==> src/rtl/uhbp_pkg.sv <==
// Package for the host bus port: register select width, modes, constants.
// Assumes both ends run on one 100 MHz clock.
package uhbp_pkg;
  localparam int          ADDR_W          = 3;
  localparam int          DATA_W          = 8;
  localparam int          NUM_REGS        = 8;
  localparam int          MODEM_CTRL_ADDR       = 4;
  localparam int          MODEM_CTRL_IRQ_EN_BIT = 3;
  localparam logic [7:0]  REG_RESET_VALUE = 8'h00;
  localparam logic [7:0]  DATA_IDLE_VALUE = 8'h00;
  // Host strobe low time and setup/hold in cycles
  localparam int          STROBE_NS       = 40;
  localparam int          CLK_NS          = 10;
  localparam logic [3:0]  STROBE_CYCLES   = 4'((STROBE_NS + CLK_NS - 1) / CLK_NS);
  localparam logic [3:0]  SETUP_CYCLES    = 4'h2;
  typedef enum logic [0:0] {UHBP_MODE_DIR, UHBP_MODE_STROBE} uhbp_mode_e;
  typedef enum {UHBP_IDLE, UHBP_SETUP, UHBP_LOW, UHBP_HOLD} uhbp_hstate_e;
endpackage : uhbp_pkg

==> src/rtl/uhbp_if.sv <==
// Interface joining host and device ends of the parallel port.
// Assumes the testbench resolves the data bus and interrupt wire.
`timescale 1ns/100ps
`default_nettype none
interface uhbp_if;
  logic       bus_select;          // High strobe style, low direction line
  logic       channel_select_n;    // Chip select, active low
  logic       read_strobe_n;       // Read strobe, strobe style only
  logic       write_strobe_n;      // Write strobe or direction (high=read)
  logic [2:0] addr;                // Register select, msb is bit 2
  logic [7:0] data_host;           // Data driven by host
  logic       data_host_oe;        // Host drives data
  logic [7:0] data_dev;            // Data driven by device
  logic       data_dev_oe;         // Device drives data
  logic       interrupt_out_high;  // Interrupt pin level from device
  logic       interrupt_oe;        // Device drives interrupt pin
  logic       half_duplex_sel;     // Duplex select, high=half
  modport device (input bus_select, channel_select_n, read_strobe_n,
                  write_strobe_n, addr, data_host, data_host_oe,
                  half_duplex_sel,
                  output data_dev, data_dev_oe, interrupt_out_high,
                  interrupt_oe);
  modport host (output bus_select, channel_select_n, read_strobe_n,
                write_strobe_n, addr, data_host, data_host_oe,
                half_duplex_sel,
                input data_dev, data_dev_oe, interrupt_out_high,
                interrupt_oe);
endinterface : uhbp_if
`default_nettype wire

==> src/rtl/uhbp_device.sv <==
// Device end: bus pins synchronised, strobe edges decoded, register file.
// Also drives the interrupt pin and reports bus style and duplex.
// Assumes pins from the host are asynchronous to sys_clk_in.
// Assumes the host holds select, address and data across each strobe.
`timescale 1ns/100ps
`default_nettype none
// Function
// RQ1 - Write strobe rise loads data into register
// RQ2 - Host drives direction: high read, low write
// RQ3 - Host drops chip select in strobe mode
// RQ4 - Direction mode: select pin is chip select
// RQ5 - Strobe mode: interrupt high, enabled by bit3
// RQ6 - Direction mode: open-drain low, bit3 zero
// RQ7 - Duplex input high half, low full
// RQ8 - Bus select high strobe, low direction
// RQ9 - Read strobe fall drives addressed byte out
// RQ10 - Three address lines pick one register
// RQ11 - Host holds select, address, data across strobe
module uhbp_device (
  input  wire logic sys_clk_in,          // System clock
  input  wire logic rst_in,              // Async reset, active high
  uhbp_if.device    bus,                 // Host bus pins
  input  wire logic irq_event_in,        // Internal interrupt request
  output logic      half_duplex_out,     // Serial line half duplex
  output logic      strobe_mode_out,     // Bus style in use
  output logic      wr_pulse_out,        // One-cycle write done
  output logic [2:0] wr_addr_out,        // Address of last write
  output logic [7:0] wr_data_out         // Data of last write
);
  // All device state in one record
  // Pin stages come first, then the visible state
  typedef struct packed {
    // Pin synchronisers and edge history
    logic [2:0]      s1;       // First sync stage: sel,rd,wr
    logic [2:0]      s2;       // Second sync stage
    logic [2:0]      s3;       // Previous synced value
    logic [1:0]      m1;       // Mode, duplex first stage
    logic [1:0]      m2;       // Mode, duplex synced
    logic [2:0]      a1;       // Address first stage
    logic [2:0]      a2;       // Address synced
    logic [7:0]      d1;       // Write data first stage
    logic [7:0]      d2;       // Write data synced
    logic            e1;       // Interrupt event first stage
    logic            e2;       // Interrupt event synced
    // Register file and read drive
    logic [7:0][7:0] regs;     // Internal registers
    logic [7:0]      dout;     // Read byte on the bus
    logic            doe;      // Read byte driven
    // Interrupt pin
    logic            irq;      // Pin level
    logic            irq_oe;   // Pin driven
    // Status towards the core
    logic            half;     // Half duplex selected
    logic            smode;    // Strobe style selected
    logic            wp;       // Write commit pulse
    logic [2:0]      wa;       // Write address held
    logic [7:0]      wd;       // Write data held
  } uhbp_dev_s;
  uhbp_dev_s  st_reg, st_next;
  logic       sel_n, rd_n, wr_n;       // Synced pin levels
  logic       p_sel_n, p_rd_n, p_wr_n; // Levels one cycle earlier
  logic       rd_act, wr_act, wr_done;
  logic       rd_start, rd_end;
  logic [7:0] rd_byte;                 // Addressed register byte
  logic       irq_en;                  // Modem control interrupt bit
  logic [7:0] reg_we;                  // Write enable per register

  // Decode synced pins per bus style
  // Edges come from synced levels only, so a glitch
  // shorter than a cycle starts an access only if a clock edge samples it
  always_comb begin
    sel_n   = st_reg.s2[2];
    rd_n    = st_reg.s2[1];
    wr_n    = st_reg.s2[0];
    p_sel_n = st_reg.s3[2];
    p_rd_n  = st_reg.s3[1];
    p_wr_n  = st_reg.s3[0];
    if (st_reg.m2[1]) begin                                   // RQ8
      rd_act  = !sel_n && !rd_n;                              // RQ9 RQ3
      wr_act  = !sel_n && !wr_n;                              // RQ1 RQ3
      wr_done = !p_sel_n && !p_wr_n && wr_n;                  // RQ1
      rd_start = rd_act && (p_rd_n || p_sel_n);
      rd_end   = !rd_act;
    end else begin
      rd_act  = !sel_n && wr_n;                               // RQ2 RQ4
      wr_act  = !sel_n && !wr_n;                              // RQ2 RQ4
      wr_done = !p_sel_n && !p_wr_n && sel_n;                 // RQ4 RQ11
      rd_start = rd_act && p_sel_n;
      rd_end   = !rd_act;
    end
  end

  // Three address lines pick one register byte
  always_comb begin
    case (st_reg.a2)                                          // RQ10
      3'h0:    rd_byte = st_reg.regs[0];
      3'h1:    rd_byte = st_reg.regs[1];
      3'h2:    rd_byte = st_reg.regs[2];
      3'h3:    rd_byte = st_reg.regs[3];
      3'h4:    rd_byte = st_reg.regs[4];
      3'h5:    rd_byte = st_reg.regs[5];
      3'h6:    rd_byte = st_reg.regs[6];
      3'h7:    rd_byte = st_reg.regs[7];
      default: rd_byte = uhbp_pkg::DATA_IDLE_VALUE;
    endcase
    irq_en = st_reg.regs[uhbp_pkg::MODEM_CTRL_ADDR]
                        [uhbp_pkg::MODEM_CTRL_IRQ_EN_BIT];
  end

  // One write enable per register from the held address
  for (genvar g = 0; g < uhbp_pkg::NUM_REGS; g++) begin : g_we
    assign reg_we[g] = wr_done && (st_reg.wa == 3'(g));       // RQ10
  end

  // Next-state of all device state
  always_comb begin
    st_next    = st_reg;
    st_next.wp = 1'b0;

    // Two flip-flops on every pin before use
    st_next.s1 = {bus.channel_select_n, bus.read_strobe_n,
                  bus.write_strobe_n};
    st_next.s2 = st_reg.s1;
    st_next.s3 = st_reg.s2;
    st_next.m1 = {bus.bus_select, bus.half_duplex_sel};
    st_next.m2 = st_reg.m1;
    st_next.a1 = bus.addr;
    st_next.a2 = st_reg.a1;
    st_next.d1 = bus.data_host;
    st_next.d2 = st_reg.d1;
    st_next.e1 = irq_event_in;
    st_next.e2 = st_reg.e1;

    // Bus style and duplex follow the synced pins
    st_next.half  = st_reg.m2[0];                             // RQ7
    st_next.smode = st_reg.m2[1];                             // RQ8

    // Latch write data while active, commit on the closing edge
    // Data is taken while the strobe is low, so a bus that moves
    // just after the closing edge cannot corrupt the byte
    if (wr_act) begin
      st_next.wa = st_reg.a2;                                 // RQ10
      st_next.wd = st_reg.d2;
    end
    for (int i = 0; i < uhbp_pkg::NUM_REGS; i++) begin
      if (reg_we[i]) begin
        st_next.regs[i] = st_reg.wd;                          // RQ1
      end
    end
    if (wr_done) begin
      st_next.wp = 1'b1;
    end

    // Read drive from strobe fall to strobe end
    if (rd_start) begin
      st_next.dout = rd_byte;                                 // RQ9 RQ10
      st_next.doe  = 1'b1;
    end else if (rd_end) begin
      st_next.doe  = 1'b0;
      st_next.dout = uhbp_pkg::DATA_IDLE_VALUE;
    end

    // Interrupt pin per bus style
    // Strobe style drives the event level while bit3 is set, else floats; direction style
    // only pulls low and leaves the high level to a pull-up
    if (st_reg.m2[1]) begin
      st_next.irq    = st_reg.e2;                             // RQ5
      st_next.irq_oe = irq_en;                                // RQ5
    end else begin
      st_next.irq    = 1'b0;                                  // RQ6
      st_next.irq_oe = st_reg.e2 && !irq_en;                  // RQ6
    end
  end

  // State register
  // Pin stages reset to the idle pin levels so that
  // no false strobe edge follows reset
  always_ff @(posedge sys_clk_in or posedge rst_in) begin
    if (rst_in) begin
      // Pin stages at idle levels
      st_reg.s1     <= 3'h7;
      st_reg.s2     <= 3'h7;
      st_reg.s3     <= 3'h7;
      st_reg.m1     <= 2'h2;
      st_reg.m2     <= 2'h2;
      st_reg.a1     <= 3'h0;
      st_reg.a2     <= 3'h0;
      st_reg.d1     <= 8'h00;
      st_reg.d2     <= 8'h00;
      st_reg.e1     <= 1'b0;
      st_reg.e2     <= 1'b0;
      // Registers cleared, bus released
      st_reg.regs   <= '0;
      st_reg.dout   <= uhbp_pkg::DATA_IDLE_VALUE;
      st_reg.doe    <= 1'b0;
      // Interrupt pin released
      st_reg.irq    <= 1'b0;
      st_reg.irq_oe <= 1'b0;
      // Core status cleared
      st_reg.half   <= 1'b0;
      st_reg.smode  <= 1'b0;
      st_reg.wp     <= 1'b0;
      st_reg.wa     <= 3'h0;
      st_reg.wd     <= 8'h00;
    end else begin
      st_reg <= st_next;
    end
  end

  // Bus pins straight from the state register
  assign bus.data_dev           = st_reg.dout;
  assign bus.data_dev_oe        = st_reg.doe;
  assign bus.interrupt_out_high = st_reg.irq;
  assign bus.interrupt_oe       = st_reg.irq_oe;

  // Status towards the core
  assign half_duplex_out        = st_reg.half;
  assign strobe_mode_out        = st_reg.smode;
  assign wr_pulse_out           = st_reg.wp;
  assign wr_addr_out            = st_reg.wa;
  assign wr_data_out            = st_reg.wd;
endmodule : uhbp_device
`default_nettype wire

==> src/flat_wrapper.sv <==
// flat-port wrapper written by rule: the top's interface ports become plain ports
module uhbp_device_flat 
  (sys_clk_in, rst_in, irq_event_in, half_duplex_out, strobe_mode_out, wr_pulse_out, wr_addr_out, wr_data_out, bus_bus_select, bus_channel_select_n, bus_read_strobe_n, bus_write_strobe_n, bus_addr, bus_data_host, bus_data_host_oe, bus_half_duplex_sel, bus_data_dev, bus_data_dev_oe, bus_interrupt_out_high, bus_interrupt_oe);
  uhbp_if bus_i ();
  input  wire logic sys_clk_in;
  input  wire logic rst_in;
  input  wire logic irq_event_in;
  output logic half_duplex_out;
  output logic strobe_mode_out;
  output logic wr_pulse_out;
  output logic [2:0] wr_addr_out;
  output logic [7:0] wr_data_out;
  input wire logic [$bits(bus_i.bus_select)-1:0] bus_bus_select;
  input wire logic [$bits(bus_i.channel_select_n)-1:0] bus_channel_select_n;
  input wire logic [$bits(bus_i.read_strobe_n)-1:0] bus_read_strobe_n;
  input wire logic [$bits(bus_i.write_strobe_n)-1:0] bus_write_strobe_n;
  input wire logic [$bits(bus_i.addr)-1:0] bus_addr;
  input wire logic [$bits(bus_i.data_host)-1:0] bus_data_host;
  input wire logic [$bits(bus_i.data_host_oe)-1:0] bus_data_host_oe;
  input wire logic [$bits(bus_i.half_duplex_sel)-1:0] bus_half_duplex_sel;
  output wire logic [$bits(bus_i.data_dev)-1:0] bus_data_dev;
  output wire logic [$bits(bus_i.data_dev_oe)-1:0] bus_data_dev_oe;
  output wire logic [$bits(bus_i.interrupt_out_high)-1:0] bus_interrupt_out_high;
  output wire logic [$bits(bus_i.interrupt_oe)-1:0] bus_interrupt_oe;
  assign bus_i.bus_select = bus_bus_select;
  assign bus_i.channel_select_n = bus_channel_select_n;
  assign bus_i.read_strobe_n = bus_read_strobe_n;
  assign bus_i.write_strobe_n = bus_write_strobe_n;
  assign bus_i.addr = bus_addr;
  assign bus_i.data_host = bus_data_host;
  assign bus_i.data_host_oe = bus_data_host_oe;
  assign bus_i.half_duplex_sel = bus_half_duplex_sel;
  assign bus_data_dev = bus_i.data_dev;
  assign bus_data_dev_oe = bus_i.data_dev_oe;
  assign bus_interrupt_out_high = bus_i.interrupt_out_high;
  assign bus_interrupt_oe = bus_i.interrupt_oe;
  uhbp_device u_core (.sys_clk_in(sys_clk_in), .rst_in(rst_in), .bus(bus_i), .irq_event_in(irq_event_in), .half_duplex_out(half_duplex_out), .strobe_mode_out(strobe_mode_out), .wr_pulse_out(wr_pulse_out), .wr_addr_out(wr_addr_out), .wr_data_out(wr_data_out));
endmodule
==> config.mk <==
export PLATFORM = sky130hd
export DESIGN_NAME = uhbp_device_flat
export DESIGN_NICKNAME = d
export VERILOG_FILES = /design/src/rtl/uhbp_pkg.sv /design/src/rtl/uhbp_if.sv /design/src/rtl/uhbp_device.sv /design/src/flat_wrapper.sv
export SDC_FILE = /design/constraint.sdc
export NUM_CORES = 1
export LEC_CHECK = 0
export ABC_AREA = 1
export CAP_MARGIN = 0
export CORE_ASPECT_RATIO = 0.6
export CORE_UTILIZATION = 65
export DETAILED_ROUTE_END_ITERATION = 7
export DONT_BUFFER_PORTS = 1
export PLACE_DENSITY = 0.9
export SYNTH_ARGS = -nofsm -noshare
export SYNTH_HDL_FRONTEND = slang
export SYNTH_SLANG_ARGS = --single-unit
==> constraint.sdc <==
create_clock -name sys_clk_in -period 5.7 [get_ports sys_clk_in]
set_input_delay 0.285 -clock sys_clk_in [delete_from_list [all_inputs] [get_ports sys_clk_in]]
set_output_delay 0.285 -clock sys_clk_in [all_outputs]
set_load 0.005 [all_outputs]
# Word-level counts from Yosys, hierarchy flattened
# Cells that the tools add are included.
# totals
ff_bits	126
input_bits	20
elab_cells	79
# op_classes
eq_ne	14
n_mux	8
reduce_logical	29
# op_table
op	count
$pmux 8 s8	1
$eq 3x3->1 const B	8
$mux 9	2
$logic_and 1x1->1	17
$eq 3x2->1 const B	4
$logic_not 1->1	8
$eq 3x1->1 const B	2
$logic_not 3->1	2
$mux 1	4
$mux 2	1
$reduce_bool 2->1	1
$logic_or 1x1->1	1

# Logic depth before layout (Yosys ltp)
# depth
depth_word	6
ltp_mapped	9

# Worst setup path after synthesis
# No wires, ideal clock.
# synth_timing
path_type	register to register
from	register u_core.st_reg (netlist bit u_core.st_next[12])
to	register u_core.st_reg[57] (netlist name)
setup_ps	124
arrival_time_ps	1278
required_ps	5576
setup_slack_ps	4299
path_stages_with_launch	9
path_buffers	1
period_less_slack_ps	1401
path_cell_list	dfstp_2 > nand2_1 > nand2_2 > nand2_4 > nor2_8 > nand2_4 > buf_6 > nand2_2 > o21ai_2
# synth_between
elab_chain_len	2
# synth_lines
item	line	rtl
start, declared	uhbp_device.sv:59	uhbp_dev_s st_reg, st_next;
start signal, assigned	uhbp_device.sv:206	st_reg <= st_next;
$mux 1	uhbp_device.sv:78	if (st_reg.m2[1]) begin
$logic_and 1x1->1	uhbp_device.sv:112	assign reg_we[g] = wr_done && (st_reg.wa == 3'(g));
# No other way between the ends.
# A chain may end at the register's enable or synchronous reset.

# Worst setup path after layout
# layout_timing
from	register u_core.st_reg[109] (netlist name)
to	register u_core.st_reg (netlist bit u_core.bus.data_dev[7])
# layout_between
elab_chain_len	3
word_cells_on_any_way	10
# layout_lines
item	line	rtl
$eq 3x3->1 (tied with other cells)	uhbp_device.sv:95	case (st_reg.a2)
$pmux 8 s8 *	uhbp_device.sv:95	
$mux 9 *	uhbp_device.sv:155	if (rd_start) begin
# Every way passes the cells marked *; elsewhere a longest branch is shown, timed or not.

==> flow_summary.toml <==
[synth]
synth_top_area_frac = 0.5525
synth_area_um2 = 5209
synth_seq_area_share = 0.6080
synth.most_common_cell = "nand2_1"
yosys.area.top_type = "dfrtp_1"
synth_top_cells_by_count = "126 x nand2_1, 115 x dfrtp_1, 58 x o21ai_1, 44 x nor2_1, 40 x nand4_1"
synth-seq-cells = 126
syn_nets = 544
synth_edf_count = 0
syn-mean-instance-area_um2 = 9.940
yosys_warnings = 0
synthCells = 524
async_flop_share = 1.000
ys.flop_type = "dfrtp_1"
yosysUniqueCellTypes = 25
synthTopCellsByArea = "dfrtp_1 55%, nand2_1 9.1%, o21ai_1 5.6%"

[layout]
fillCellCount = 440
largest_reg_flops = 75
nets = 540
area_growth_pct = 10.98
final-seq-area_um2 = 3167
multi_input_area_um2 = 1615
drive_gt1_frac = 0.1276
antenna_cells = 0

[die]
core_um2 = 7507
die_x_um = 117.6
die_area_um2 = 8387
ios = 45
die_y_um = 71.34
start_util = 0.6938
std_cell_rows = 24

[cts]
post_cts_buffers = 0
clk_pin_slew_worst_paths_ps = 50
h-tree-depth = 4
cts-root-buf = "clkbuf_16"
cts_buffer_depth = 2
cts.sinks = 126
clkLatencyLatePin_ps = 410
cts_tree = "built"
cts_buffers = 17

[drt]
wl_per_cell_um = 18.33
num_vias = 3820
wl_met2_um = 5599
drc_errors = 0
ant_nets = 0
drt_iter0_drc = 461
wirelength_met1_um = 4566
topRoutingLayerUsed = "met4"
vias_per_cell = 5.997
routed_wl_um = 11680
firstDrtPassIters = 5
met3WireLength_um = 1174

[placed_design]
io_buffers = 0
gp_congestion = 0.8465
dp_hpwl_um = 6671

[power]
ir_drop_mv = 0.3504
power.density_nw_per_um2 = 418.6
power.leakage_uw = 0.002869
p_total_uw = 2420

[sta]
worst_pin_slew_ps = 1234
relSlewSlack = 0.1744
fmax_mhz = 398.0
skew_ps = 11.41
finalSetupTns_ps = 0
whs_ps = 344.5
period_share = 0.4408
setup_violations = 0
drv_slew = 0
hold_violations = 0
finalCriticalPeriod_ps = 2513
rsz0062_at_grt = "false"

[critical_path]
cpMostUsedCell = "nand2_1"
crit_chain = "inv_2, nand3_1, nor2_1, nor2_1, nand2_1, nand2_1, nand2_1"
cp_slowest_cell = "dfrtp_1"
max_stage_delay_ps = 960
critical_path_buf_inv_count = 1
end_kind = "flip-flop"
crit_path_max_fanout = 27
crit_family = "simple AND/OR/NAND/NOR gates"
worstPathArrival_ps = 2800
crit_required_ps = 5990
crit_path_start_kind = "flip-flop"
worstSetupPathType = "flip-flop to flip-flop"

[grt]
track_usage = 0.3094
grt_first_pass_wirelength_um = 19240
grt_max_degree = 70
grt_overflow = 0
grt_pass1_vias = 3864
antenna_found_initial = 0

[min_path]
hp-class = "flip-flop to flip-flop"

[run_status]
outcome = "complete, no violations"

[flow_run]
drv_cap = 0
-- cells in the final DEF (no fill, tap or decap), types with 2 or more instances in the layout --
master and n:
dfrtp_1 115, nand3_1 10, clkbuf_16 17, clkinv_2 6
o21ai_0 17, inv_1 25, clkbuf_8 2, nor2_1 44
dlygate4sd3_1 18, a21oi_1 3, nand2_1 126, o21ai_1 58
nor2_8 2, o21ai_2 8, buf_4 3, nand2_2 3
nand2_4 10, dfstp_2 11, clkbuf_1 5, nand4_1 40
bufinv_16 2
-- path summary, 6_finish.rpt --
kind | from | endpoint | slack (ps) | cells past startpoint
setup / recovery | u_core.st_reg[109] | u_core.bus.data_dev[7] | 3190 | 7
hold / removal | u_core.st_next[109] | u_core.st_reg[109] | 340 | 0
setup reg to reg | u_core.st_reg[109] | u_core.bus.data_dev[7] | 3190 | 7
hold reg to reg | u_core.st_next[109] | u_core.st_reg[109] | 340 | 0
max in group asynchronous | rst_in | u_core.st_reg[50] | 3950 | 3
min in group asynchronous | rst_in | u_core.st_next[89] | 480 | 2
-- where the power goes --
group          internal (uW)  switching [uW]  total (uW)
clock                    662             372        1030
sequential              1030            85.3        1120
combinational           90.1             176         266
total                   1790             634        2420
-- stage by stage --
| stage | setup slack (ps) | area (um^2) | std cells | util |
|---|---|---|---|---|
| after floorplan | 2077 | 5209 | 524 | - |
| after global placement | 3455 | 5039 | 587 | 0.6712 |
| after detailed placement | 3468 | 5039 | 587 | 0.6712 |
| after CTS | 3331 | 5781 | 637 | 0.7700 |
| after global routing | 3084 | 5781 | 637 | 0.7700 |
| final | 3187 | 5781 | 637 | 0.7700 |
-- layer usage --
metal / GRT usage / up-vias
met3: 0.1051 / 41
met1: 0.3989 / 1833
met4: 0.1681 / 0
li1: - / 1707
met5: 0 / -
met2: 0.4727 / 239
-- area by class of cell --
class,instances,share of cell area
Clock inverter,8,0.01558
Timing Repair Buffer,21,0.03506
Tap cell,104,0.02251
Sequential cell,126,0.5478
Clock buffer,24,0.08160
Inverter,27,0.01797
Multi-Input combinational cell,327,0.2794
-- what timing repair did --
| action | in CTS | in global routing |
|---|---|---|
| hold endpoints to repair | 63 | 0 |
| resized for setup | 0 | 0 |
| hold buffers | 18 | 0 |
-- kinds of logic after synthesis --
logic type | share of synthesized area
buf+inv | 0.08191
flops | 0.6080
simple gates | 0.2188
compound gates | 0.09128
Note: power is estimated with default switching activity, not from simulation.
